[src/core_ptr_pkg.sv]
// Constants for the pointer registers and the hardware return stack.
// Assumes one 8-bit system register address space in bank 0.
package core_ptr_pkg;
   localparam logic [7:0] ADDR_FIRST_LOW   = 8'h80;
   localparam logic [7:0] ADDR_FIRST_HIGH  = 8'h81;
   localparam logic [7:0] ADDR_TABLE_HIGH  = 8'h82;
   localparam logic [7:0] ADDR_SECOND_LOW  = 8'h83;
   localparam logic [7:0] ADDR_SECOND_HIGH = 8'h84;
   localparam logic [7:0] ADDR_SPARE       = 8'h85;
   localparam logic [7:0] ADDR_STATUS      = 8'h86;
   localparam logic [7:0] ADDR_STACK_PTR   = 8'hef;
   localparam logic [3:0] STACK_AREA_TOP   = 4'hf;
   localparam logic [3:0] WORK_AREA_TOP    = 4'h8;
   localparam int         OVF_BIT          = 4;
   localparam int         GIE_BIT          = 7;
   localparam logic [2:0] SP_RESET         = 3'h7;
   localparam logic [3:0] FULL_DEPTH       = 4'h8;
   localparam int         ENTRY_HIGH_W     = 4;
   localparam int         ENTRY_LOW_W      = 8;
endpackage : core_ptr_pkg

[src/core_pointer_regs_and_return_stack.sv]
// Pointer, table and spare working registers plus the 8-level return
// stack with its sticky overflow flag.
// Assumes the instruction sequencer issues at most one push or pop per
// cycle and accesses system registers over the plain address port below.
//
// Overview of operation
// - First pair indirect: high bank, low location
// - Second pair indirect: high bank, low location
// - Lookup uses second pair; high to table-high
// - Immediate loads only into 0x80 to 0x8F
// - Bank-zero move reads/writes bank 0 location
// - Eight-entry LIFO stack of saved counters
// - Push on call/interrupt, pop on return
// - Three-bit stack pointer, resets to 111
// - Push decrements, pop increments, modulo eight
// - Push writes entry at inverted old pointer
// - Both returns restore newest entry, then increment
// - Ninth push sets overflow, keeps no entry
// - Overflow flag is read-only status bit 4
// - Overflow ignores writes, cleared only by reset
// - Entries readable/writable as high/low, reset zero
// - Pointer and entries mapped in bank 0
// - Pointer/table/spare registers RW, no reset value
// - First pair high at 081H, low 080H
`timescale 1ns/1ps
module core_pointer_regs_and_return_stack
   import core_ptr_pkg::*;
#(
   parameter int DEPTH = 8,
   parameter int PC_W  = ENTRY_HIGH_W + ENTRY_LOW_W
) (
   input  wire logic              ref_clk_i,
   input  wire logic              rstn_i,
   input  wire logic              clk_en_i,
   input  wire logic [7:0]        sreg_addr_i,
   input  wire logic              sreg_wr_i,
   input  wire logic              sreg_rd_i,
   input  wire logic [7:0]        sreg_wdata_i,
   input  wire logic              imm_wr_i,
   input  wire logic [7:0]        imm_addr_i,
   input  wire logic [7:0]        imm_data_i,
   input  wire logic              push_i,
   input  wire logic              subroutine_return_i,
   input  wire logic              interrupt_return_i,
   input  wire logic [PC_W-1:0]   pc_i,
   input  wire logic              lookup_i,
   input  wire logic [15:0]       rom_word_i,
   output logic [7:0]             sreg_rdata_o,
   output logic                   imm_refused_o,
   output logic [15:0]            first_pair_indirect_o,
   output logic [15:0]            second_pair_indirect_o,
   output logic [7:0]             accumulator_o,
   output logic                   acc_load_o,
   output logic [PC_W-1:0]        restore_pc_o,
   output logic                   restore_valid_o,
   output logic [2:0]             return_stack_pointer_o,
   output logic                   return_overflow_flag_o
);

   // Entry n low sits at 0FEH - 2n, high at 0FFH - 2n
   function automatic logic [2:0] entry_of(input logic [7:0] a);
      entry_of = ~a[3:1];
   endfunction : entry_of

   function automatic logic in_stack_area(input logic [7:0] a);
      in_stack_area = (a[7:4] == STACK_AREA_TOP);
   endfunction : in_stack_area

   logic [7:0]        first_ptr_low_q;
   logic [7:0]        first_ptr_high_q;
   logic [7:0]        table_high_byte_q;
   logic [7:0]        second_ptr_low_q;
   logic [7:0]        second_ptr_high_q;
   logic [7:0]        spare_work_byte_q;
   logic [2:0]        sp_q;
   logic              gie_q;
   logic              ovf_q;
   logic [3:0]        depth_q;
   logic [3:0]        depth_d;
   logic [ENTRY_HIGH_W-1:0] ent_high_q [DEPTH];
   logic [ENTRY_LOW_W-1:0]  ent_low_q  [DEPTH];
   logic [7:0]        sreg_rdata_q;
   logic              imm_refused_q;
   logic [7:0]        acc_q;
   logic              acc_load_q;
   logic [PC_W-1:0]   restore_pc_q;
   logic              restore_valid_q;

   // Write port: bank-zero moves and the immediate path share one decoder
   wire        imm_ok   = (imm_addr_i[7:4] == WORK_AREA_TOP);
   wire        imm_take = imm_wr_i & imm_ok;
   wire        wr_en    = sreg_wr_i | imm_take;
   wire [7:0]  wr_addr  = imm_take ? imm_addr_i : sreg_addr_i;
   wire [7:0]  wr_data  = imm_take ? imm_data_i : sreg_wdata_i;
   wire        pop      = subroutine_return_i | interrupt_return_i;
   wire        do_push  = push_i;
   // Push wins if the sequencer ever raises both
   wire        do_pop   = pop & ~push_i;
   wire [2:0]  push_idx = ~sp_q;
   wire [2:0]  sp_up    = sp_q + 3'h1;
   wire [2:0]  pop_idx  = ~sp_up;
   wire        overflow = do_push & (depth_q >= FULL_DEPTH);
   wire        wr_sp    = wr_en & (wr_addr == ADDR_STACK_PTR);
   wire [2:0]  rd_idx   = entry_of(sreg_addr_i);
   wire [2:0]  wr_idx   = entry_of(wr_addr);
   wire        wr_stack = wr_en & in_stack_area(wr_addr);
   // Odd addresses in the stack area hold the upper counter bits
   wire        wr_hi    = wr_addr[0];

   // Named write selects keep the register processes free of decoding
   wire        wr_first_lo  = wr_en & (wr_addr == ADDR_FIRST_LOW);
   wire        wr_first_hi  = wr_en & (wr_addr == ADDR_FIRST_HIGH);
   wire        wr_second_lo = wr_en & (wr_addr == ADDR_SECOND_LOW);
   wire        wr_second_hi = wr_en & (wr_addr == ADDR_SECOND_HIGH);
   wire        wr_spare     = wr_en & (wr_addr == ADDR_SPARE);
   wire        wr_table     = wr_en & (wr_addr == ADDR_TABLE_HIGH);

   // Word restored by a pop; an empty pop still returns what is stored
   wire [PC_W-1:0] pop_word = {ent_high_q[pop_idx],
                               ent_low_q[pop_idx]};

   logic [2:0] sp_d;
   logic       gie_d;
   logic       ovf_d;

   // Read mux; bits that do not belong to this block read as zero
   logic [7:0] rd_mux;
   always_comb begin
      rd_mux = 8'h00;
      case (sreg_addr_i)
         ADDR_FIRST_LOW:   rd_mux = first_ptr_low_q;
         ADDR_FIRST_HIGH:  rd_mux = first_ptr_high_q;
         ADDR_TABLE_HIGH:  rd_mux = table_high_byte_q;
         ADDR_SECOND_LOW:  rd_mux = second_ptr_low_q;
         ADDR_SECOND_HIGH: rd_mux = second_ptr_high_q;
         ADDR_SPARE:       rd_mux = spare_work_byte_q;
         ADDR_STATUS:      rd_mux[OVF_BIT] = ovf_q;
         ADDR_STACK_PTR: begin
            rd_mux[2:0]     = sp_q;
            rd_mux[GIE_BIT] = gie_q;
         end
         default: begin
            if (in_stack_area(sreg_addr_i)) begin
               if (sreg_addr_i[0]) begin
                  rd_mux[ENTRY_HIGH_W-1:0] = ent_high_q[rd_idx];
               end else begin
                  rd_mux = ent_low_q[rd_idx];
               end
            end
         end
      endcase
   end

   // The pointer alone cannot tell a full stack from an empty one, as
   // both read 111, so a separate saturating depth count decides when
   // a push overflows. Software re-basing the pointer clears the count.
   always_comb begin
      depth_d = depth_q;
      if (wr_sp) begin
         // Software re-basing the pointer starts a fresh stack
         depth_d = 4'h0;
      end else if (do_push && depth_q < FULL_DEPTH + 4'h1) begin
         depth_d = depth_q + 4'h1;
      end else if (do_pop && depth_q != 4'h0) begin
         depth_d = depth_q - 4'h1;
      end
   end

   // Stack traffic beats a software pointer write in the same cycle
   always_comb begin
      sp_d = sp_q;
      if (do_push) begin
         sp_d = sp_q - 3'h1;
      end else if (do_pop) begin
         sp_d = sp_up;
      end else if (wr_sp) begin
         sp_d = wr_data[2:0];
      end
   end

   always_comb begin
      gie_d = gie_q;
      if (wr_sp) begin
         gie_d = wr_data[GIE_BIT];
      end
   end

   // Set only; no write path reaches the flag, so only reset clears it
   always_comb begin
      ovf_d = ovf_q;
      if (overflow) begin
         ovf_d = 1'b1;
      end
   end

   // Working registers carry no reset: their power-up value is undefined
   always_ff @(posedge ref_clk_i) begin
      if (clk_en_i) begin
         if (wr_first_lo) begin
            first_ptr_low_q <= wr_data;
         end
         if (wr_first_hi) begin
            first_ptr_high_q <= wr_data;
         end
         if (wr_second_lo) begin
            second_ptr_low_q <= wr_data;
         end
         if (wr_second_hi) begin
            second_ptr_high_q <= wr_data;
         end
         if (wr_spare) begin
            spare_work_byte_q <= wr_data;
         end
      end
   end

   // Lookup result beats a same-cycle software write
   always_ff @(posedge ref_clk_i) begin
      if (clk_en_i) begin
         if (lookup_i) begin
            table_high_byte_q <= rom_word_i[15:8];
         end else if (wr_table) begin
            table_high_byte_q <= wr_data;
         end
      end
   end

   always_ff @(posedge ref_clk_i) begin
      if (!rstn_i) begin
         sp_q    <= SP_RESET;
         gie_q   <= 1'b0;
         ovf_q   <= 1'b0;
         depth_q <= 4'h0;
      end else if (clk_en_i) begin
         depth_q <= depth_d;
         sp_q    <= sp_d;
         gie_q   <= gie_d;
         ovf_q   <= ovf_d;
      end
   end

   // One storage slot per level; the push path beats a software write
   genvar g;
   generate
      for (g = 0; g < DEPTH; g++) begin : g_entry
         wire hit_push = do_push & ~overflow & (push_idx == 3'(g));
         wire hit_wr   = wr_stack & (wr_idx == 3'(g));
         always_ff @(posedge ref_clk_i) begin
            if (!rstn_i) begin
               ent_high_q[g] <= '0;
               ent_low_q[g]  <= '0;
            end else if (clk_en_i) begin
               if (hit_push) begin
                  ent_high_q[g] <= pc_i[PC_W-1:ENTRY_LOW_W];
                  ent_low_q[g]  <= pc_i[ENTRY_LOW_W-1:0];
               end else if (hit_wr && wr_hi) begin
                  ent_high_q[g] <= wr_data[ENTRY_HIGH_W-1:0];
               end else if (hit_wr) begin
                  ent_low_q[g]  <= wr_data;
               end
            end
         end
      end
   endgenerate

   always_ff @(posedge ref_clk_i) begin
      if (!rstn_i) begin
         sreg_rdata_q    <= 8'h00;
         imm_refused_q   <= 1'b0;
         acc_q           <= 8'h00;
         acc_load_q      <= 1'b0;
         restore_pc_q    <= '0;
         restore_valid_q <= 1'b0;
      end else if (clk_en_i) begin
         imm_refused_q   <= imm_wr_i & ~imm_ok;
         acc_load_q      <= lookup_i | sreg_rd_i;
         restore_valid_q <= do_pop;
         if (sreg_rd_i) sreg_rdata_q <= rd_mux;
         if (lookup_i) begin
            acc_q <= rom_word_i[7:0];
         end else if (sreg_rd_i) begin
            acc_q <= rd_mux;
         end
         if (do_pop) begin
            restore_pc_q <= pop_word;
         end
      end
   end

   assign first_pair_indirect_o  = {first_ptr_high_q, first_ptr_low_q};
   assign second_pair_indirect_o = {second_ptr_high_q, second_ptr_low_q};
   assign sreg_rdata_o           = sreg_rdata_q;
   assign imm_refused_o          = imm_refused_q;
   assign accumulator_o          = acc_q;
   assign acc_load_o             = acc_load_q;
   assign restore_pc_o           = restore_pc_q;
   assign restore_valid_o        = restore_valid_q;
   assign return_stack_pointer_o = sp_q;
   assign return_overflow_flag_o = ovf_q;

endmodule : core_pointer_regs_and_return_stack

[config.mk]
export PLATFORM = sky130hd
export DESIGN_NAME = core_pointer_regs_and_return_stack
export DESIGN_NICKNAME = d
export VERILOG_FILES = /design/src/core_ptr_pkg.sv /design/src/core_pointer_regs_and_return_stack.sv
export SDC_FILE = /design/constraint.sdc
export NUM_CORES = 1
export LEC_CHECK = 0
export ABC_CLOCK_PERIOD_IN_PS = 3100
export BUFFER_PORTS_ARGS = -buffer_cell sky130_fd_sc_hd__buf_4
export CORE_MARGIN = 1
export CORE_UTILIZATION = 50
export CTS_CLUSTER_DIAMETER = 40
export DETAILED_ROUTE_END_ITERATION = 16
export GPL_TIMING_DRIVEN = 0
export PLACE_DENSITY = 0.74
export SYNTH_ARGS = -nofsm -noshare
export SYNTH_HDL_FRONTEND = slang
export SYNTH_SLANG_ARGS = --single-unit
[constraint.sdc]
create_clock -name ref_clk_i -period 3.1 [get_ports ref_clk_i]
set_input_delay 0 -clock ref_clk_i [delete_from_list [all_inputs] [get_ports ref_clk_i]]
set_output_delay 0 -clock ref_clk_i [all_outputs]
set_load 0.02 [all_outputs]
==> flow_summary_export.csv, run 1 <==
group,metric,value,unit
routing,route.detailed.drc,0,
clock_tree,cts-root-buf,"clkbuf_16",
power_and_ir_drop,irDropWorstVdd,0.0003913,V
synthesis,synth-edff-count,144,
sta,tns,0,ns
routing,via_per_inst,6.558,
global_routing,grt-ovfl-total,0,
worst_setup_path,cp_slowest_stage_delay,0.60,ns
worst_setup_path,crit_fanout,10,
worst_setup_path,cp.required,3.18,ns
clock_tree,htree_levels,4,
sta,period_share,99.42,%
power_and_ir_drop,power,5.962,mW
routing,route.vias.total,8748,
final_layout,layout-drive-gt1-share,24.06,%
clock_tree,clock-sinks,184,
floorplanning,rows,51,
placement,pre_cts_ws,-0.9360,ns
floorplanning,pin_count,137,
final_layout,syn2layout_area_growth,20.54,%
synthesis,ys.warnings.count,0,
worst_setup_path,critical-path-top-delay-family,"simple AND/OR/NAND/NOR gates",
clock_tree,cts.path.max_buffers,2,
floorplanning,core-area,19590,um2
synthesis,synth_cells,895,
routing,antenna_left,0,
hold_path,hold_start,"imm_data_i[2]",
routing,routedWlPerCell,26.07,um
global_routing,grt_util_all_layers,34.23,%
synthesis,synthFlopType,"edfxtp_1",
floorplanning,chipHeight,143.8,um
worst_setup_path,path_cells,"buf_2 -> inv_1 -> ha_1 -> nand3_1 -> nor2_1 -> clkbuf_1 -> nand3b_1",
power_and_ir_drop,p_per_area,491.9,nW/um2
status,outcome,"finished, violations left",
floorplanning,initial_core_util,51.33,%
synthesis,synthArstFlopShare,0,%
clock_tree,clock_latency,0.45,ns
floorplanning,die_x,143.8,um
synthesis,synth_seq_cells,184,
synthesis,syn_area,10060,um2
clock_tree,clk_pin_slew,0.07,ns
status,violations,"negative hold slack",
power_and_ir_drop,p_leak,4.567,nW
sta,setup_slack,0.01806,ns
final_layout,layout.nets,1135,
sta,hold_violations,1,
worst_setup_path,arrival,3.17,ns
sta,max_freq,0.3245,GHz
worst_setup_path,path_buf_inv,3,
worst_setup_path,r2r-start,"return_stack_pointer_o[2]$_SDFFE_PN1P_",
synthesis,yosysSeqAreaShare,50.96,%
global_routing,antenna_found_initial,1,
floorplanning,die_area,20680,um2
routing,drt_wl_total,34.78,mm
hold_path,holdPathEnd,"ent_high_q[7][2]$_DFFE_PP_",
synthesis,avgSynthCellArea,11.24,um2
hold_path,hp-class,"in -> reg",
clock_tree,cts_tree,"yes",
sta,fin_crit,3.082,ns
synthesis,ys_types,63,
sta,fin_skew,0.01413,ns
worst_setup_path,r2r_slack,0.02,ns
worst_setup_path,cp-end-kind,"flip-flop",
global_routing,grt_pass1_vias,8209,
clock_tree,cts_made_buffers,17,
sta,worst_pin_slew,1.065,ns
final_layout,postLayoutCoreUtil,61.88,%
routing,drt_first_pass_iters,7,
sta,drv_slew,0,
placement,port_buffers,118,
sta,finalSetupViolations,0,
sta,relSlewSlack,27.00,%
placement,hpwlAfterDp,25.28,mm
sta,hold_slack,-0.0009171,ns
placement,gp_congestion,1.007,
worst_setup_path,r2r_cells,7,
synthesis,syn_nets,975,
global_routing,grt_pass1_wl,50.03,mm
worst_setup_path,criticalPathCategory,"reg -> reg",
worst_setup_path,r2r-end,"ent_low_q[4][6]$_SDFFCE_PN0P_",
routing,drtIter0Drc,1447,
worst_setup_path,cp_slowest_cell,"clkbuf_1",
hold_path,worstHoldPathCells,3,
global_routing,grt_start_max_net_pins,18,
flow_run,cap_viol_max_count,0,
worst_setup_path,cp-start-kind,"flip-flop",
==> how the worst max path moves through the flow <==
stage / from / endpoint / slack (ns) / cells past startpoint
2_1_floorplan: return_stack_pointer_o[0]$_SDFFE_PN1P_ / restore_pc_o[5]$_SDFFE_PN0P_ / 0.07 / 12
3_3_place_gp: return_stack_pointer_o[0]$_SDFFE_PN1P_ / restore_pc_o[5]$_SDFFE_PN0P_ / -0.87 / 12
3_5_place_dp: return_stack_pointer_o[0]$_SDFFE_PN1P_ / restore_pc_o[8]$_SDFFE_PN0P_ / -0.94 / 12
4_1_cts: return_stack_pointer_o[0]$_SDFFE_PN1P_ / restore_pc_o[8]$_SDFFE_PN0P_ / 0.01 / 12
5_1_grt: return_stack_pointer_o[2]$_SDFFE_PN1P_ / ent_low_q[4][6]$_SDFFCE_PN0P_ / -0.02 / 7
6_report: return_stack_pointer_o[2]$_SDFFE_PN1P_ / ent_low_q[4][6]$_SDFFCE_PN0P_ / 0.02 / 7
==> stage by stage <==
| stage | hold slack [ns] | std cells | cell area (um2) |
|---|---|---|---|
| after detailed placement | 0.2795 | 1278 | 11280 |
| after CTS | 0.003759 | 1331 | 12070 |
| after floorplan | 0.1716 | 895 | 10060 |
| after global routing | 0.02090 | 1333 | 12120 |
| final | -0.0009171 | 1334 | 12120 |
| after global placement | 0.2723 | 1278 | 11280 |
==> state kept, by name, indices dropped and copies added (netlist names) <==
signal and cells:
first_ptr_low_q 8, sreg_rdata_o 8, spare_work_byte_q 8, restore_valid_o 1, second_ptr_high_q 8, table_high_byte_q 8
return_overflow_flag_o 1, first_ptr_high_q 8, imm_refused_o 1, restore_pc_o 12, ent_high_q 32, gie_q 1
return_stack_pointer_o 3, second_ptr_low_q 8, depth_q 4, acc_load_o 1, ent_low_q 64, accumulator_o 8
==> layer usage <==
metal / wire (um) / track usage [%] / vias to the layer above / part of all wire, %
li1: - / - / 3712 / -
met1: 13250 / 46.89 / 4211 / 38
met2: 15590 / 51.84 / 709 / 45
met3: 4260 / 7.064 / 116 / 12
met4: 1682 / 16.85 / 0 / 4.8
met5: 0 / 0 / - / 0
==> worst register-to-register path, delay by kind of cell, from the launching register on <==
family	cells	cell delay [ns]
fa+ha+maj	1	0.19
simple gates	3	1.16
buf+inv	3	1.03
flops	1	0.34
==> synthesized netlist by cell type (all sizes together) (6+ instances only) <==
library cell,number,share of area (%)
o211ai,8,0.60
a21oi,19,0.95
and3,8,0.50
a21boi,11,0.82
nor2,26,0.97
nand4,13,0.87
nand2,152,5.7
mux2i,42,4.7
dfxtp,40,8.0
nor3,17,0.85
buf,37,1.9
edfxtp,144,43
nand3,24,1.2
mux4,43,9.6
ha,9,1.1
clkbuf,38,1.4
nand3b,6,0.45
a22oi,12,0.90
o211a,13,1.3
nor4,12,0.93
inv,20,0.75
mux2,16,1.8
nor2b,12,0.75
o21ai,109,5.4
==> cell families (layout without fill, tap and decap cells) <==
logic type,count (synthesis),in the layout,synth area share (%)
XOR/XNOR,3,3,0.2613
multiplexers,101,101,16.13
buffers and inverters,95,268,4.081
flip-flops,184,184,50.96
adder cells (fa/ha/maj),10,10,1.319
AO/OA/AOI/OAI,209,209,13.18
AND/OR/NAND/NOR,293,293,14.07
other,0,1,0
==> cell type report <==
cell class | instances | area [um2]
Fill cell | 1612 | 7468
Inverter | 20 | 75.07
Multi-Input combinational cell | 616 | 4558
Timing Repair Buffer | 141 | 1106
Clock inverter | 15 | 115.1
Clock buffer | 17 | 425.4
Antenna cell | 1 | 2.502
Tap cell | 265 | 331.6
Sequential cell | 184 | 5126
Buffer | 75 | 381.6
==> power breakdown <==
part,leakage [nW],switching [mW],total (mW),internal (mW)
Sequential,1.76,0.0673,2.83,2.76
Combinational,2.55,0.599,1.02,0.425
Clock,0.264,1.06,2.11,1.05
==> cells in the final DEF (no fill, tap or decap), types with 11 or more instances in the layout <==
master         Yosys  layout
nand2_1          152     149
dfxtp_1           40      39
mux2i_1           35      31
nor3_1            17      17
a21boi_0          11      11
clkbuf_16          0      17
mux2_2            16      16
edfxtp_1         144     144
o21ai_0          109     108
nor2_1            26      26
a21oi_1           19      19
o211a_1           13      13
nand3_1           24      24
nor2b_1           12      12
buf_2             16      11
clkbuf_1          38      37
dlygate4sd3_1      0      20
mux4_2            43      43
buf_4              9     128
buf_1             12      12
inv_1             20      20
nand4_1           12      12
a22oi_1           12      12
==> repair_timing <==
item	CTS	global route
hold endpoints to repair	41	0
resized for setup	15	10
setup buffers	1	0
setup endpoints to repair	91	52
hold buffers	20	0
pin swaps	1	0
(Power assumes the default switching activity.)
==> run 2: changes to the inputs <==
- CORE_UTILIZATION: 50 -> 53
- PLACE_DENSITY: 0.74 -> 0.77
- SKIP_LAST_GASP: not set -> 1
==> run 2 against run 1 <==
Via count grew 0.13%. Combinational power is essentially flat. Count of clock-buffer cells in the layout is the same. Critical path type unchanged. Clock skew is essentially flat. Routed wire length shrank 4.0%. Total power grew 1.5%. The flow now finishes without violations. Highest routed layer unchanged. Register-to-register slack gained 0.02 ns. Utilization grew 3.1 points. Worst hold slack gained 0.010 ns. First-iteration DRC count shrank 25%. Sequential share of layout area is essentially flat. Non-clock buffer count is the same.
==> flow_summary_export.csv, run 2 (synthesized netlist as in run 1, its figures left out) <==
group,metric,value,unit
final_layout,layout_commonest_cell,"nand2_1",
hold_path,holdPathEnd,"ent_high_q[7][2]$_DFFE_PP_",
final_layout,n_fill_cell,1439,
routing,route.vias.total,8759,
routing,route.detailed.drc,0,
clock_tree,cts.path.max_buffers,2,
floorplanning,die_area,19530,um2
sta,worst_pin_slew,1.259,ns
placement,hpwlAfterDp,24.54,mm
global_routing,grt_pass1_vias,8345,
clock_tree,clock_latency,0.45,ns
sta,hold_violations,0,
final_layout,largest_register_ffs,64,
worst_setup_path,r2r_slack,0.03,ns
worst_setup_path,crit_fanout,10,
worst_setup_path,r2r_cells,12,
floorplanning,pin_count,137,
worst_setup_path,cp-end-kind,"flip-flop",
final_layout,final_area,12110,um2
routing,drt_first_pass_iters,5,
floorplanning,core-area,18640,um2
clock_tree,cts-root-buf,"clkbuf_16",
final_layout,multi_input_area,4549,um2
placement,gp_congestion,1.024,
final_layout,layout_common_cells,"nand2_1, edfxtp_1, buf_4",
clock_tree,htree_levels,4,
power_and_ir_drop,p_per_area,499.4,nW/um2
routing,drtIter0Drc,1089,
flow_run,cap_viol_max_count,0,
global_routing,antenna_found_initial,0,
status,outcome,"finished, final reports clean",
global_routing,grt_util_all_layers,34.91,%
worst_setup_path,arrival,3.40,ns
routing,via_per_inst,6.727,
worst_setup_path,criticalPathCategory,"reg -> reg",
final_layout,layout-drive-gt1-share,24.16,%
hold_path,hold_start,"sreg_wdata_i[2]",
clock_tree,cts_tree,"yes",
sta,relSlewSlack,15.42,%
worst_setup_path,cp_slowest_cell,"dfxtp_2",
power_and_ir_drop,p_leak,4.583,nW
hold_path,worstHoldPathCells,3,
power_and_ir_drop,power,6.049,mW
routing,routedWlPerCell,25.64,um
final_layout,postLayoutCoreUtil,64.98,%
final_layout,antenna_cells,0,
clock_tree,clock-sinks,184,
sta,fin_skew,0.01368,ns
worst_setup_path,path_cells,"buf_8 -> buf_8 -> buf_6 -> inv_1 -> ha_1 -> buf_4 -> buf_6 -> buf_6 -> mux4_2 -> mux2i_2 -> nand2_1 -> o211a_1",
floorplanning,chipHeight,139.7,um
worst_setup_path,r2r-start,"return_stack_pointer_o[0]$_SDFFE_PN1P_",
worst_setup_path,cp_common_cell,"buf_6",
power_and_ir_drop,irDropWorstVdd,0.0004010,V
global_routing,grt-ovfl-total,0,
worst_setup_path,cp_slowest_stage_delay,0.41,ns
worst_setup_path,cp.required,3.44,ns
final_layout,layout.nets,1135,
floorplanning,rows,50,
sta,fin_crit,3.066,ns
sta,finalSetupViolations,0,
floorplanning,initial_core_util,53.94,%
clock_tree,cts_made_buffers,17,
floorplanning,die_x,139.7,um
placement,port_buffers,118,
sta,tns,0,ns
worst_setup_path,r2r-end,"restore_pc_o[5]$_SDFFE_PN0P_",
routing,drt_wl_total,33.38,mm
final_layout,regArea,5126,um2
worst_setup_path,cp-start-kind,"flip-flop",
global_routing,grt_start_max_net_pins,19,
placement,dpl_cell_area,11240,um2
sta,drv_slew,0,
sta,period_share,98.90,%
hold_path,hp-class,"in -> reg",
sta,max_freq,0.3262,GHz
clock_tree,clk_pin_slew,0.08,ns
routing,antenna_left,0,
final_layout,syn2layout_area_growth,20.47,%
final_layout,top_register,"ent_low_q",
global_routing,grt_pass1_wl,49.34,mm
-- run 2: cell types whose count changed in the layout (fill, tap and decap cells not counted), sizes merged --
cell         previous run  this run
buf                   157       156
clkinvlp                1         2
clkinv                  5         3
bufinv                  0         1
diode                   1         0
dlygate4sd3            20        21
-- run 2: layer usage --
metal | vias to the layer above | global-route usage [%] | wire length, um
li1 | 3708 | - | -
met5 | - | 0 | 0
met2 | 711 | 54.21 | 15290
met4 | 0 | 18.62 | 1612
met3 | 125 | 11.01 | 4343
met1 | 4215 | 43.76 | 12130
-- run 2: cell type report --
type | instances | area share (%)
clock buffer | 17 | 3.512
buffer | 75 | 3.119
sequential | 184 | 42.32
inverter | 20 | 0.6197
multi-input combinational | 616 | 37.55
tap | 234 | 2.417
timing repair buffer | 141 | 9.172
clock inverter | 15 | 1.291
-- run 2: report_power, final --
group / leakage [nW] / switching (mW) / internal, mW
logic: 2.54 / 0.590 / 0.424
registers: 1.76 / 0.0653 / 2.76
clock network: 0.283 / 1.07 / 1.14
total: 4.58 / 1.72 / 4.33
-- run 2: what timing repair did --
item | CTS | global route
setup buffers | 1 | 0
pin swaps | 1 | 1
setup endpoints to repair | 58 | 25
resized for setup | 13 | 10
endpoints found under the hold margin | 42 | 0
hold buffers | 21 | 0
-- run 2: worst max-delay path: cells and delay by family (launching register included) --
kind	cells	cell delay [ns]
DFF	1	0.41
and+or+nand+nor	1	0.09
buffers and inverters	7	1.31
adders and majority gates	1	0.31
AOI/OAI and AO/OA	1	0.16
muxes	2	0.64
-- run 2: worst max path at each step --
stage                                               end                              startpoint  cells after the start  slack, ns
final                      restore_pc_o[5]$_SDFFE_PN0P_  return_stack_pointer_o[0]$_SDFFE_PN1P_                     12       0.03
after global routing      restore_pc_o[10]$_SDFFE_PN0P_  return_stack_pointer_o[0]$_SDFFE_PN1P_                     12      -0.02
after CTS                  restore_pc_o[0]$_SDFFE_PN0P_  return_stack_pointer_o[0]$_SDFFE_PN1P_                     12       0.01
after detailed placement   restore_pc_o[5]$_SDFFE_PN0P_  return_stack_pointer_o[0]$_SDFFE_PN1P_                     12      -0.89
after global placement     restore_pc_o[8]$_SDFFE_PN0P_  return_stack_pointer_o[0]$_SDFFE_PN1P_                     12      -0.83
after floorplan            restore_pc_o[5]$_SDFFE_PN0P_  return_stack_pointer_o[0]$_SDFFE_PN1P_                     12       0.07
-- run 2: stage by stage --
step	hold slack [ns]	setup WS, ns	std cells
4_1_cts	0.004731	0.01028	1301
3_5_place_dp	0.2783	-0.8890	1247
3_3_place_gp	0.2719	-0.8300	1247
6_report	0.009087	0.03414	1302
5_1_grt	0.01390	-0.02212	1302
2_1_floorplan	0.1716	0.06554	895
==> run 3: changes to the inputs <==
- SETUP_SLACK_MARGIN: not set -> 0.05
==> run 3 against run 2 <==
The run now ends with negative hold slack left. Critical path depth is the same. Worst hold slack lost 0.011 ns. Largest power group unchanged. Cell count about the same. Combinational power about the same. Die area unchanged. Routed wire length rose by 0.40%. Clock power about the same. Largest cell class unchanged. Sequential share of layout area decreased by 0.13 points. Utilization is 0.19 points higher. Sequential cell count is the same. Highest routed layer unchanged. Critical endpoint is now restore_pc_o[2]$_SDFFE_PN0P_.
==> flow_summary_export.csv, run 3 (synthesized netlist as in run 1, its figures left out) <==
group,metric,value,unit
sta,fin_skew,0.01320,ns
routing,drt_wl_total,33.51,mm
final_layout,layout_commonest_cell,"nand2_1",
power_and_ir_drop,switching_share,28.53,%
routing,routedWlPerCell,25.72,um
flow_run,cap_viol_max_count,0,
floorplanning,initial_core_util,53.94,%
floorplanning,die_x,139.7,um
clock_tree,htree_levels,4,
power_and_ir_drop,power_frac_comb,17.0,%
routing,route.detailed.drc,0,
global_routing,grt_pass1_wl,49.38,mm
final_layout,largest_register_ffs,64,
routing,top_layer,"met4",
global_routing,grt-ovfl-total,0,
sta,period_share,97.34,%
worst_setup_path,r2r_slack,0.08,ns
final_layout,layout-drive-gt1-share,24.32,%
worst_setup_path,arrival,3.36,ns
sta,max_freq,0.3314,GHz
final_layout,n_fill_cell,1432,
clock_tree,clock_latency,0.46,ns
sta,drv_slew,0,
global_routing,grt_pass1_vias,8351,
routing,drt_first_pass_iters,6,
final_layout,layout_common_cells,"nand2_1, edfxtp_1, buf_4",
power_and_ir_drop,p_sw,1.732,mW
worst_setup_path,criticalPathCategory,"reg -> reg",
global_routing,grt_util_all_layers,34.94,%
floorplanning,core-area,18640,um2
sta,relSlewSlack,18.43,%
final_layout,syn2layout_area_growth,20.83,%
routing,antenna_left,0,
status,violations,"negative hold slack",
routing,wl_met3,4.507,mm
worst_setup_path,cp.required,3.45,ns
placement,dp_cells,1247,
power_and_ir_drop,power.internal,4.339,mW
global_routing,grt_start_max_net_pins,19,
placement,hpwlAfterDp,24.54,mm
floorplanning,pin_count,137,
power_and_ir_drop,clockPowerShare,36.4,%
routing,dr_wl_met2,15.19,mm
status,outcome,"finished, violations left",
sta,hold_violations,1,
sta,rsz0062_at_grt,"false",
floorplanning,die_area,19530,um2
power_and_ir_drop,irDropWorstVdd,0.0004055,V
worst_setup_path,cp-start-kind,"flip-flop",
hold_path,hp-class,"in -> reg",
worst_setup_path,cp-end-kind,"flip-flop",
routing,via_per_inst,6.762,
placement,port_buffers,118,
global_routing,antenna_found_initial,0,
clock_tree,cts.path.max_buffers,2,
floorplanning,rows,50,
power_and_ir_drop,seqPwrFrac,46.6,%
routing,drt-met1-wl,12.13,mm
clock_tree,clock-sinks,184,
placement,gp_congestion,1.024,
sta,finalSetupViolations,0,
routing,drtIter0Drc,1074,
final_layout,final_cells,1303,
sta,worst_pin_slew,1.214,ns
floorplanning,chipHeight,139.7,um
clock_tree,cts_made_buffers,17,
clock_tree,cts_tree,"yes",
routing,route.vias.total,8811,
worst_setup_path,crit_fanout,10,
sta,fin_crit,3.017,ns
final_layout,top_register,"ent_low_q",
power_and_ir_drop,p_per_area,499.6,nW/um2
clock_tree,clk_pin_slew,0.08,ns
final_layout,antenna_cells,0,
power_and_ir_drop,p_leak,4.592,nW
final_layout,layout.nets,1136,
clock_tree,cts-root-buf,"clkbuf_16",
sta,hold_slack,-0.001806,ns
## run 3: cell types whose count changed in the layout (fill, tap and decap cells not counted)
| cell | previous run | this run |
|---|---|---|
| buf_4 | 129 | 128 |
| buf_6 | 3 | 4 |
| buf_12 | 0 | 1 |
| mux2i_4 | 4 | 5 |
| mux2i_1 | 31 | 30 |
## run 3: power groups by stage
stage	clock network (mW)	logic [mW]	registers, mW
final	2.21	1.03	2.83
after global routing	2.27	1.08	2.84
after CTS	2.19	0.982	2.83
after detailed placement	0	0.934	2.88
after global placement	0	0.919	2.87
after floorplan	0	0.562	2.89
## run 3: per-stage QoR
| stage | setup WS [ns] | setup TNS [ns] | instance area [um2] | total power [mW] | util, % |
|---|---|---|---|---|---|
| global route | 0.03331 | 0 | 12150 | 6.192 | 65.17 |
| finish | 0.08257 | 0 | 12150 | 6.070 | 65.17 |
| global placement | -0.8300 | -20.74 | 11240 | 3.792 | 60.28 |
| detailed placement | -0.8890 | -22.61 | 11240 | 3.815 | 60.28 |
| CTS | 0.07628 | 0 | 12080 | 5.997 | 64.81 |
| floorplan | 0.06554 | 0 | 10060 | 3.454 | - |
## run 3: worst paths after layout
| path | cells after the start | start | end |
|---|---|---|---|
| hold reg to reg | 2 | imm_refused_o$_SDFFE_PN0P_ | imm_refused_o$_SDFFE_PN0P_ |
| hold / removal | 3 | sreg_wdata_i[2] | ent_high_q[7][2]$_DFFE_PP_ |
| setup / recovery | 12 | return_stack_pointer_o[0]$_SDFFE_PN1P_ | restore_pc_o[2]$_SDFFE_PN0P_ |
| setup reg to reg | 12 | return_stack_pointer_o[0]$_SDFFE_PN1P_ | restore_pc_o[2]$_SDFFE_PN0P_ |
## run 3: routing by layer
metal / track usage (%) / up-vias
li1: - / 3716
met1: 43.87 / 4225
met2: 54.18 / 738
met3: 10.91 / 132
met4: 18.74 / 0
met5: 0 / -
## run 3: worst max-delay path: stages (launching register included)
cell	delay, ns
dfxtp_2	0.40
buf_8	0.19
buf_8	0.19
buf_6	0.18
inv_1	0.14
ha_1	0.33
buf_6	0.17
buf_6	0.20
buf_6	0.20
mux4_2	0.34
mux2i_1	0.31
nand2_1	0.11
o211a_1	0.14
## run 3: area by class of cell
class                      count  area, um2  share of cell area, %
sequential                   184       5126                  42.19
multi-input combinational    616       4562                  37.55
timing repair buffer         142       1131                  9.309
clock buffer                  17      425.4                  3.501
buffer                        75      381.6                  3.141
tap                          234      292.8                  2.410
clock inverter                15      156.4                  1.287
inverter                      20      75.07                 0.6179
## run 3: what timing repair did
item	4_1_cts	5_1_grt
hold endpoints to repair	42	0
gates resized for setup	15	11
cloned	0	0
hold buffers	21	0
buffers inserted	1	1
endpoints found under the setup margin	69	23
pin swaps	1	1
